--- config.mk ---
export PLATFORM = sky130hd
export DESIGN_NAME = tlp_ctrl
export DESIGN_NICKNAME = d
export VERILOG_FILES = /design/src/tlp_pkg.sv /design/src/tlp_ctrl.sv
export SDC_FILE = /design/constraint.sdc
export NUM_CORES = 1
export LEC_CHECK = 0
export BUFFER_PORTS_ARGS = -buffer_cell sky130_fd_sc_hd__buf_2
export CAP_MARGIN = 40
export CELL_PAD_IN_SITES_DETAIL_PLACEMENT = 1
export CELL_PAD_IN_SITES_GLOBAL_PLACEMENT = 1
export CORE_MARGIN = 1
export CORE_UTILIZATION = 40
export DETAILED_ROUTE_END_ITERATION = 8
export PLACE_DENSITY = 0.76
export SLEW_MARGIN = 20
export SYNTH_ARGS = -nofsm -noshare
export SYNTH_HDL_FRONTEND = slang
export SYNTH_SLANG_ARGS = --single-unit
--- constraint.sdc ---
create_clock -name sys_clk -period 2.74 [get_ports sys_clk]
set_clock_uncertainty 0.15 [all_clocks]
set_input_delay 0.137 -clock sys_clk [delete_from_list [all_inputs] [get_ports sys_clk]]
set_output_delay 0.137 -clock sys_clk [all_outputs]
set_load 0.1 [all_outputs]
--- src/tlp_pkg.sv ---
// Purpose: Shared constants for the tagged link pacing and remote control block
// Assumes: Avalon-MM slave with 32-bit data, byte addresses
// Notes: Register offsets are byte addresses
package tlp_pkg;
  // ****************************
  // Register map
  // ****************************
  localparam logic [7:0] TLP_REG_CTRL = 8'h00;
  localparam logic [7:0] TLP_REG_LINK_STAT = 8'h04;
  localparam logic [7:0] TLP_REG_PACE_CMD = 8'h08;
  localparam logic [7:0] TLP_REG_MANUAL = 8'h0c;
  localparam logic [7:0] TLP_REG_COUNTS = 8'h10;
  // ****************************
  // Fields
  // ****************************
  localparam int TLP_CTRL_REMOTE_CAP = 0;
  localparam int TLP_CTRL_START_REMOTE = 1;
  localparam int TLP_PACE_LINK_LSB = 0;
  localparam int TLP_PACE_START = 8;
  localparam int TLP_MAN_BLANKED = 2;
  localparam logic [31:0] TLP_CTRL_RESET = 32'h0000_0001;
  localparam logic [31:0] TLP_UNMAPPED_DATA = 32'h0000_0000;
  // ****************************
  // Link command codes
  // ****************************
  typedef enum logic [2:0] {
    TLP_CMD_NONE = 3'h0,
    TLP_CMD_XMIT_ON = 3'h1,
    TLP_CMD_XMIT_OFF = 3'h2,
    TLP_CMD_NULL = 3'h3,
    TLP_CMD_LINK_REMOTE = 3'h4,
    TLP_CMD_LINK_LOCAL = 3'h5,
    TLP_CMD_RET_LOCAL = 3'h6
  } tlp_cmd_t;
  typedef enum logic [1:0] {
    TLP_SEND_IDLE,
    TLP_SEND_OFF,
    TLP_SEND_NULL1,
    TLP_SEND_NULL2
  } tlp_send_t;
endpackage

--- src/tlp_ctrl.sv ---
// Purpose: Per-link pacing and remote/local handling for tagged links
// Assumes: Command packets arrive already decoded, one per cycle at most
// Notes: Bus slave answers reads and writes in one wait cycle
//
// The address map and register access over Avalon-MM were decided locally.
`timescale 1ns/10ps
module tlp_ctrl #(
  parameter int LINKS = 4,
  parameter int LW = 2
) (
  // Clock and reset
  input wire logic sys_clk,
  input wire logic reset_n,
  input wire logic clk_en,
  // Avalon-MM slave
  input wire logic [7:0] avs_address,
  input wire logic avs_read,
  input wire logic avs_write,
  input wire logic [31:0] avs_writedata,
  output logic [31:0] avs_readdata,
  output logic avs_waitrequest,
  // Link state from the link machines
  input wire logic [LINKS-1:0] link_active,
  input wire logic [LINKS-1:0] link_tagged,
  // Received commands
  input wire logic rx_cmd_valid,
  input wire logic [2:0] rx_cmd,
  input wire logic [LW-1:0] rx_cmd_link,
  // Received data packet offer and acceptance
  input wire logic rx_pkt_valid,
  input wire logic [LW-1:0] rx_pkt_link,
  output logic rx_pkt_accept,
  // Outgoing data gate
  output logic [LINKS-1:0] tx_out_enable,
  // Pacing command sender
  output logic tx_cmd_valid,
  output logic [2:0] tx_cmd,
  output logic [LW-1:0] tx_cmd_link,
  input wire logic tx_cmd_done,
  // Remote/local
  input wire logic gpib_remote,
  output logic gpib_rtl_pulse,
  output logic manual_enable,
  output logic menu_show
);
  // ****************************
  // State
  // ****************************
  logic [LINKS-1:0] out_en;
  logic [LINKS-1:0] off_pending;
  logic [LINKS-1:0] one_taken;
  logic [LINKS-1:0] link_remote;
  logic [LINKS-1:0] peer_enabled;
  logic [LINKS-1:0] active_q;
  logic [LINKS-1:0] pace_ok;
  logic [31:0] ctrl;
  logic menu_blanked;
  logic [15:0] ack_count;
  tlp_pkg::tlp_send_t send_state;
  logic [LW-1:0] send_link;
  logic start_req;
  logic [LW-1:0] start_link;
  logic bus_busy;
  logic any_inhibit;
  logic [LINKS-1:0] est;
  tlp_pkg::tlp_cmd_t cmd;

  function automatic logic [LINKS-1:0] link_bit(input logic [LW-1:0] idx);
    link_bit = '0;
    link_bit[idx] = 1'b1;
  endfunction

  assign cmd = tlp_pkg::tlp_cmd_t'(rx_cmd);
  assign pace_ok = link_active & link_tagged;
  assign est = link_active & ~active_q;
  assign any_inhibit = gpib_remote | (|(link_remote & link_active));

  always_ff @(posedge sys_clk or negedge reset_n) begin
    if (!reset_n) begin
      active_q <= '0;
    end else if (clk_en) begin
      active_q <= link_active;
    end
  end

  // ****************************
  // Responder side of pacing
  // ****************************
  // OFF acts at once on the gate: no wait for the peer to take anything
  always_ff @(posedge sys_clk or negedge reset_n) begin
    if (!reset_n) begin
      out_en <= '0;
      off_pending <= '0;
    end else if (clk_en) begin
      for (int i = 0; i < LINKS; i++) begin
        if (!link_active[i]) begin
          out_en[i] <= 1'b0;
          off_pending[i] <= 1'b0;
        end else if (est[i]) begin
          out_en[i] <= link_tagged[i];
          off_pending[i] <= 1'b0;
        end else if (rx_cmd_valid && rx_cmd_link == LW'(i) && pace_ok[i]) begin
          if (cmd == tlp_pkg::TLP_CMD_XMIT_ON) begin
            out_en[i] <= 1'b1;
            off_pending[i] <= 1'b0;
          end else if (cmd == tlp_pkg::TLP_CMD_XMIT_OFF) begin
            out_en[i] <= 1'b0;
            off_pending[i] <= 1'b1;
          end
        end else begin
          off_pending[i] <= 1'b0;
        end
      end
    end
  end

  // At most one packet taken in the window before the gate closes
  always_ff @(posedge sys_clk or negedge reset_n) begin
    if (!reset_n) begin
      one_taken <= '0;
      rx_pkt_accept <= 1'b0;
    end else if (clk_en) begin
      rx_pkt_accept <= 1'b0;
      if (rx_pkt_valid && link_active[rx_pkt_link]) begin
        if (!(off_pending[rx_pkt_link] && one_taken[rx_pkt_link])) begin
          rx_pkt_accept <= 1'b1;
        end
      end
      for (int i = 0; i < LINKS; i++) begin
        if (!off_pending[i]) begin
          one_taken[i] <= 1'b0;
        end else if (rx_pkt_valid && rx_pkt_link == LW'(i)) begin
          one_taken[i] <= 1'b1;
        end
      end
    end
  end

  always_ff @(posedge sys_clk or negedge reset_n) begin
    if (!reset_n) begin
      tx_out_enable <= '0;
    end else if (clk_en) begin
      tx_out_enable <= out_en & pace_ok;
    end
  end

  // ****************************
  // Sender side of pacing
  // ****************************
  // Both roles live here since either end may throttle
  always_ff @(posedge sys_clk or negedge reset_n) begin
    if (!reset_n) begin
      send_state <= tlp_pkg::TLP_SEND_IDLE;
      send_link <= '0;
      tx_cmd_valid <= 1'b0;
      tx_cmd <= tlp_pkg::TLP_CMD_NONE;
      tx_cmd_link <= '0;
      ack_count <= '0;
    end else if (clk_en) begin
      case (send_state)
        tlp_pkg::TLP_SEND_IDLE: begin
          if (start_req && pace_ok[start_link]) begin
            send_state <= tlp_pkg::TLP_SEND_OFF;
            send_link <= start_link;
            tx_cmd_valid <= 1'b1;
            tx_cmd <= tlp_pkg::TLP_CMD_XMIT_OFF;
            tx_cmd_link <= start_link;
          end
        end
        tlp_pkg::TLP_SEND_OFF: begin
          if (tx_cmd_done) begin
            send_state <= tlp_pkg::TLP_SEND_NULL1;
            tx_cmd <= tlp_pkg::TLP_CMD_NULL;
          end
        end
        tlp_pkg::TLP_SEND_NULL1: begin
          if (tx_cmd_done) begin
            send_state <= tlp_pkg::TLP_SEND_NULL2;
          end
        end
        tlp_pkg::TLP_SEND_NULL2: begin
          if (tx_cmd_done) begin
            send_state <= tlp_pkg::TLP_SEND_IDLE;
            tx_cmd_valid <= 1'b0;
            tx_cmd <= tlp_pkg::TLP_CMD_NONE;
            ack_count <= ack_count + 16'h0001;
          end
        end
        default: begin
          send_state <= tlp_pkg::TLP_SEND_IDLE;
          tx_cmd_valid <= 1'b0;
        end
      endcase
      if (!link_active[send_link] && send_state != tlp_pkg::TLP_SEND_IDLE) begin
        send_state <= tlp_pkg::TLP_SEND_IDLE;
        tx_cmd_valid <= 1'b0;
        tx_cmd <= tlp_pkg::TLP_CMD_NONE;
      end
    end
  end

  // Peer counted enabled until the second NULL goes out
  always_ff @(posedge sys_clk or negedge reset_n) begin
    if (!reset_n) begin
      peer_enabled <= '0;
    end else if (clk_en) begin
      for (int i = 0; i < LINKS; i++) begin
        if (!link_active[i]) begin
          peer_enabled[i] <= 1'b0;
        end else if (est[i]) begin
          peer_enabled[i] <= link_tagged[i];
        end else if (send_state == tlp_pkg::TLP_SEND_NULL2 && tx_cmd_done
                     && send_link == LW'(i)) begin
          peer_enabled[i] <= 1'b0;
        end
      end
    end
  end

  // ****************************
  // Remote and local
  // ****************************
  always_ff @(posedge sys_clk or negedge reset_n) begin
    if (!reset_n) begin
      link_remote <= '0;
    end else if (clk_en) begin
      for (int i = 0; i < LINKS; i++) begin
        if (!link_active[i]) begin
          link_remote[i] <= 1'b0;
        end else if (est[i]) begin
          // Local start unless capability is off and software asks otherwise
          link_remote[i] <= !ctrl[tlp_pkg::TLP_CTRL_REMOTE_CAP]
                            && ctrl[tlp_pkg::TLP_CTRL_START_REMOTE];
        end else if (rx_cmd_valid && rx_cmd_link == LW'(i)
                     && ctrl[tlp_pkg::TLP_CTRL_REMOTE_CAP]) begin
          if (cmd == tlp_pkg::TLP_CMD_LINK_REMOTE) begin
            link_remote[i] <= 1'b1;
          end else if (cmd == tlp_pkg::TLP_CMD_LINK_LOCAL) begin
            link_remote[i] <= 1'b0;
          end
        end
      end
    end
  end

  always_ff @(posedge sys_clk or negedge reset_n) begin
    if (!reset_n) begin
      gpib_rtl_pulse <= 1'b0;
    end else if (clk_en) begin
      // Link remote flags are deliberately untouched here
      gpib_rtl_pulse <= rx_cmd_valid && cmd == tlp_pkg::TLP_CMD_RET_LOCAL;
    end
  end

  always_ff @(posedge sys_clk or negedge reset_n) begin
    if (!reset_n) begin
      manual_enable <= 1'b1;
      menu_show <= 1'b1;
      menu_blanked <= 1'b0;
    end else if (clk_en) begin
      manual_enable <= !any_inhibit;
      if (any_inhibit) begin
        menu_show <= 1'b0;
        menu_blanked <= menu_blanked | menu_show;
      end else begin
        menu_show <= 1'b1;
        menu_blanked <= 1'b0;
      end
    end
  end

  // ****************************
  // Avalon-MM slave
  // ****************************
  // One wait cycle keeps read data registered
  always_ff @(posedge sys_clk or negedge reset_n) begin
    if (!reset_n) begin
      bus_busy <= 1'b0;
      avs_waitrequest <= 1'b1;
      avs_readdata <= '0;
      ctrl <= tlp_pkg::TLP_CTRL_RESET;
      start_req <= 1'b0;
      start_link <= '0;
    end else if (clk_en) begin
      // A request for a link that cannot pace is dropped, not kept for later
      if (send_state != tlp_pkg::TLP_SEND_IDLE || !pace_ok[start_link]) begin
        start_req <= 1'b0;
      end
      if ((avs_read || avs_write) && !bus_busy) begin
        bus_busy <= 1'b1;
        avs_waitrequest <= 1'b0;
        avs_readdata <= tlp_pkg::TLP_UNMAPPED_DATA;
        if (avs_write) begin
          case (avs_address)
            tlp_pkg::TLP_REG_CTRL: ctrl <= {30'h0, avs_writedata[1:0]};
            tlp_pkg::TLP_REG_PACE_CMD: begin
              if (avs_writedata[tlp_pkg::TLP_PACE_START]) begin
                start_req <= 1'b1;
                start_link <= avs_writedata[LW-1:0];
              end
            end
            default: ;
          endcase
        end else begin
          case (avs_address)
            tlp_pkg::TLP_REG_CTRL: avs_readdata <= ctrl;
            tlp_pkg::TLP_REG_LINK_STAT: avs_readdata <= 32'({link_remote, peer_enabled, out_en});
            tlp_pkg::TLP_REG_PACE_CMD: avs_readdata <= 32'({send_state, start_req});
            tlp_pkg::TLP_REG_MANUAL: avs_readdata <= {29'h0, menu_blanked, menu_show, manual_enable};
            tlp_pkg::TLP_REG_COUNTS: avs_readdata <= {16'h0, ack_count};
            default: ;
          endcase
        end
      end else begin
        bus_busy <= 1'b0;
        avs_waitrequest <= 1'b1;
      end
    end
  end
endmodule // tlp_ctrl

* Word-level counts from Yosys, hierarchy flattened
Index checks and enable logic that the tools add are counted.
Operators by class: add/sub/neg operators 1, order comparisons 3, equal/unequal tests 53, mux-type cells 100, bitwise logic cells 7, reductions and logical operators 72
Operators with widths (number):
- 2-to-1 mux 1 bit | 81
- case mux 16 bit (5 select lines) | 1
- != test 3 x 1 -> 1 bit (second input constant) | 12
- != test 4 x 1 -> 1 bit (second input constant) | 8
- AND reduction 3 bit | 10
- logical AND 1 bit | 28
- AND reduction 2 bit | 13
- adder 16 x 1 -> 16 bit (second input constant) | 1
- bitwise AND 4 bit | 4
- equality test 2 bit (second input constant) | 8
- equality test 8 x 4 -> 1 bit (second input constant) | 2
- 2-to-1 mux 16 bit | 1
- != test 5 bit (second input constant) | 3
- AND reduction 5 bit | 3
- 2-to-1 mux 3 bit | 4
- != test 3 bit (second input constant) | 4
- binary-select mux 1 bit (select 2 bit) | 5
- 2-to-1 mux 2 bit | 5
- equality test 3 bit (second input constant) | 3
- less-than comparator 2 x 3 -> 1 bit (second input constant) | 3
- case mux 3 bit (3 select lines) | 1
- equality test 2 x 1 -> 1 bit (second input constant) | 4
- equality test 8 x 3 -> 1 bit (second input constant) | 1
- equality test 8 x 5 -> 1 bit (second input constant) | 1
- 17 further kinds | 30
Storage, ports and cells: register bits after elaboration 96, bits of input ports 64, output and inout port bits 47, word-level logic and storage cells 274

* Depth between registers and ports, before layout
word-level depth 10, depth in mapped cells 7, depth with buffers taken out 7

* Worst setup path before layout
Ideal clock, no wire load.
path kind flip-flop to flip-flop, from register send_link[0], to register tx_cmd_valid, setup time 129 ps, arrival 2183 ps, data required time 2461 ps, setup slack 277 ps, cell stages (with the launch flop) 7, buffers on the path 1, clock period less this slack 2463 ps, cells stage by stage dfrtp_1 clkbuf_1 or2_2 o22ai_1 or4b_2 o221ai_1 a31oi_1
Between the ends: longest elaborated chain between the ends 6, elaborated cells between the ends (all ways) 9, those cells by class eq/ne (2); mux (3); reduce/logical (4)
RTL lines:
- start: declaration | RTL line tlp_ctrl.sv:60 | logic [LW-1:0] send_link;
- start signal: assignment | RTL line tlp_ctrl.sv:164 | send_link <= start_link;
- binary-select mux 1 bit (select 2 bit) (*) | RTL line tlp_ctrl.sv:194 | if (!link_active[send_link] && send_state != tlp_pkg::TLP_SEND_IDLE) begin
- 2-to-1 mux 1 bit (implied by the code) (*) | RTL line tlp_ctrl.sv:194
- logical NOT 1 bit (*) | RTL line tlp_ctrl.sv:194
- logical AND 1 bit (*) | RTL line tlp_ctrl.sv:194
- != test 3 bit (no line) / nonzero test 3 bit (equally long branches)
- AND reduction 4 bit (no line)
- end signal: assignment | RTL line tlp_ctrl.sv:184 | tx_cmd_valid <= 1'b0;
- end signal: assignment | RTL line tlp_ctrl.sv:191 | tx_cmd_valid <= 1'b0;
- end signal: assignment | RTL line tlp_ctrl.sv:196 | tx_cmd_valid <= 1'b0;
- end: declaration | RTL line tlp_ctrl.sv:36 | output logic tx_cmd_valid,
Mark *: on every way between the ends. The rest lies on a longest branch, timed or not. The select of a mux whose other input is x is not followed. A chain may end at the register's enable or synchronous reset.

* Worst setup path after layout
from register send_state[0], to register peer_enabled[2]
Between the ends: longest elaborated chain between the ends 5
RTL lines:
- start: declaration | RTL line tlp_ctrl.sv:59 | tlp_pkg::tlp_send_t send_state;
- start signal: assignment | RTL line tlp_ctrl.sv:153 | send_state <= tlp_pkg::TLP_SEND_IDLE;
- start signal: assignment | RTL line tlp_ctrl.sv:163 | send_state <= tlp_pkg::TLP_SEND_OFF;
- start signal: assignment | RTL line tlp_ctrl.sv:172 | send_state <= tlp_pkg::TLP_SEND_NULL1;
- equality test 2 bit | RTL line tlp_ctrl.sv:212 | end else if (send_state == tlp_pkg::TLP_SEND_NULL2 && tx_cmd_done
- logical AND 1 bit | RTL line tlp_ctrl.sv:212
- logical AND 1 bit | RTL line tlp_ctrl.sv:213 | && send_link == LW'(i)) begin
- != test 3 x 1 -> 1 bit (no line)
- AND reduction 2 bit (no line)
- end signal: indexed assignment | RTL line tlp_ctrl.sv:211 | peer_enabled[i] <= link_tagged[i];
- end: declaration | RTL line tlp_ctrl.sv:53 | logic [LINKS-1:0] peer_enabled;
No other way between the ends.

==> reports/qor.txt <==
Outcome: finished clean
Reg2reg start: send_state[0]$_DFFE_PN0P_
Slew Limit Headroom: 0.576
Gp weighted congestion: 0.801
Fillers: 1241
Max Buffers Root-to-Sink: 2
Die Ht: 105 microns
PD cells: 661 nW/um^2
Grt ovf: 0
Met3 Use GR: 0.0530
Iteration-0 DRC Markers: 140
Post-DRT Antenna Nets: 0
Synth-to-Final Area Change: 19.4%
Critical Path Max Stage Delay: 0.55 ns
DR WL/cell: 17.9 microns
Leak: 2.39 nW
Synthesized cell area: 4260 sq um
Max stage delay cell, worst path: dlygate4sd3_1
Final period util: 0.912
Crit-path max FO: 11
Largest net degree at the start of global routing: 52
Crit-path cells: ha_1, nand3_1, buf_4, nor2_1, nand2_1, a32oi_1, o2bb2ai_1, dlygate4sd3_1
Crit path from: send_state[0]$_DFFE_PN0P_
Worst Path Buf+Inv: 2
CTS tree: built
DRT Pass-1 Iters: 4
Share of total power in the clock network: 0.328
Setup violators final: 0
Detailed Route WL: 11.9 mm
Num CTS Buffers: 9
Seq pwr share: 0.400
Die footprint: 11100 sq um
Clock sink count: 78
FF-to-FF setup slack: 0.24 ns
Syn avg cell area: 9.46 sq um
Seq cells post-synth: 78
Hold Path Stages: 3
Max Slew Vio Count: 0
CP Data Arrival Time: 2.59 ns
Worst reg2reg path depth: 8
EDFF count, synth: 0
Vias per cell: 5.49
Fin crit period: 2.50 ns
Net count, final: 594
IO Pins: 111
Worst-Skew Late Latency: 0.36 ns
Async S/R FF share, synth: 1.00
CTS root buf: clkbuf_8
Net Sw Frac: 0.357
GRT Max-Usage Layer: met2
Max VDD drop: 0.429 mV
Top FF cell, synth: dfrtp_1
Met1 Use GR: 0.303
Internal power: 2.16 mW
Die W: 105 microns
Netlist cell types: 61
Core Region: 10300 sq um
DRC Markers: 0
Gate Count Post-Synth: 450
Setup crit start kind: flip-flop
Sequential fraction of the synthesis area: 0.459
Share of layout cells above drive strength 1: 0.219
Syn. warnings: 0
Number of global-route vias before repair: 3846
Post-CTS sizing: 0
Setup CP Type: reg2reg
P_sw: 1.20 mW
RR Endpoint: peer_enabled[2]$_DFFE_PN0P_
CP endpoint kind: flip-flop
Fmax achieved: 0.400 GHz
Family with the most delay on the worst path: buffers and inverters
Port Buf Inserts: 64
Final setup margin: 0.241 ns
Initial core utilization: 0.412
Critical Path RT: 2.84 ns
GRT Total Usage: 0.233
Setup TNS: 0 ns
HPWL after DPL: 8.60 mm
Slew at the pin closest to its max-slew limit: 0.634 ns
Hold WC Path Type: in2reg
Initial antenna violation count: 0
Combinational share of power: 0.272
Final Hold Viols: 0
First-pass GRT wire length: 20.1 mm
Place WS: 0.418 ns
Clock-pin slew on the worst setup and hold paths: 0.09 ns
H-tree depth: 3
# rows: 37
Antenna Cells: 0
RSZ-0062 raised after global routing: false
Met2 usage: 0.398
Min-Delay Endpoint: out_en[3]$_DFFE_PN0P_
Hold Path Origin: link_active[3]
Max_cap viols: 0
Vias: 3649
==> stage by stage <==
stage	utilization	total power [mW]	hold slack [ns]	area, sq um	cells
4_1_cts	0.492	3.38	0.00431	5080	665
2_1_floorplan	-	2.05	-0.309	4320	466
3_5_place_dp	0.449	2.25	-0.0584	4640	630
3_3_place_gp	0.446	2.21	0.223	4600	628
6_report	0.492	3.36	0.0102	5080	665
5_1_grt	0.492	3.52	0.0172	5080	665
==> cells in the final DEF (no fill, tap or decap), types with 2 or more instances in the layout <==
cell,instances
nand2b_1,8
nor2_1,32
nand2_1,69
buf_4,5
clkbuf_8,10
buf_2,63
inv_1,12
o21a_1,2
bufinv_16,3
a22oi_1,3
dfstp_2,3
conb_1,17
nand4_1,8
nor3_1,7
mux2_2,14
dlygate4sd3_1,19
ha_1,6
xor2_1,7
or3b_2,2
a21oi_1,19
and3_1,3
o22ai_1,5
o2bb2ai_1,6
nor2b_1,4
mux2i_1,9
or2_2,4
o31ai_1,3
nand3b_1,3
a22o_1,20
a31oi_1,3
dfrtp_1,75
nand3_1,10
o211ai_1,4
o21ai_1,2
o21ai_0,28
xnor2_1,8
a21boi_0,4
==> per-layer routing <==
layer	up-vias	routed length, microns
met4	0	129
met3	11	564
met2	103	5880
met1	1824	5350
met5	-	0
li1	1711	-
==> worst max path at each step <==
stage / end / slack (ns) / cells past startpoint
final: peer_enabled[2]$_DFFE_PN0P_ / 0.24 / 8
after detailed placement: tx_cmd_valid$_DFFE_PN0P_ / 0.42 / 7
after floorplan: tx_cmd_valid$_DFFE_PN0P_ / 0.28 / 6
after global routing: peer_enabled[2]$_DFFE_PN0P_ / 0.07 / 8
after global placement: tx_cmd_valid$_DFFE_PN0P_ / 0.49 / 7
after CTS: peer_enabled[2]$_DFFE_PN0P_ / 0.24 / 8
==> cell usage after synthesis (9+ instances only) <==
library cell	n	share of area
dfrtp_1	75	0.44
nand2_1	69	0.061
nor2_1	32	0.028
o21ai_0	28	0.033
a22o_1	20	0.041
a21oi_1	19	0.022
buf_4	18	0.032
mux2_2	14	0.037
clkbuf_1	12	0.011
inv_1	12	0.011
nand3_1	10	0.012
mux2i_1	9	0.021
==> state kept, by name, summed over array words and instances (netlist names), 2 cells and up <==
register       cells
out_en             4
peer_enabled       4
send_state         2
start_link         2
ack_count         16
tx_cmd             2
active_q           4
link_remote        4
one_taken          4
avs_readdata      16
send_link          2
off_pending        4
tx_out_enable      4
ctrl               2
==> repair_timing <==
| action | CTS | global route |
|---|---|---|
| buffers inserted | 0 | 0 |
| endpoints found under the hold margin | 96 | 0 |
| endpoints found under the setup margin | 0 | 0 |
| hold buffers | 19 | 0 |
==> tightest hold or removal path: stages <==
cell	delay (ns)
buf_2	0.19
nand2_1	0.09
o21ai_0	0.06
==> cell families (layout without fill, tap and decap cells) <==
kind of cell | after synthesis | count (layout) | share of synthesized area
flops | 78 | 78 | 0.459
mux | 24 | 24 | 0.0635
simple gates | 159 | 159 | 0.180
buf+inv | 54 | 117 | 0.0658
fa+ha+maj | 6 | 6 | 0.0176
xor+xnor | 15 | 15 | 0.0309
other cells | 1 | 17 | 0.000881
compound gates | 113 | 113 | 0.182
==> power groups by stage <==
stage	clock network [mW]	registers [mW]	logic [mW]
after floorplan	0	1.49	0.559
after global placement	0	1.36	0.851
after detailed placement	0	1.37	0.887
after CTS	1.12	1.34	0.917
after global routing	1.16	1.36	0.998
final	1.10	1.34	0.913
==> final cells by class <==
type | instances | area [sq um] | share of cell area
tap | 136 | 170 | 0.0335
clock inverter | 6 | 118 | 0.0231
sequential | 78 | 1960 | 0.385
timing repair buffer | 88 | 571 | 0.112
inverter | 13 | 48.8 | 0.00960
clock buffer | 10 | 138 | 0.0271
multi-input combinational | 334 | 2080 | 0.410
Power figures use the tool's default switching activity.
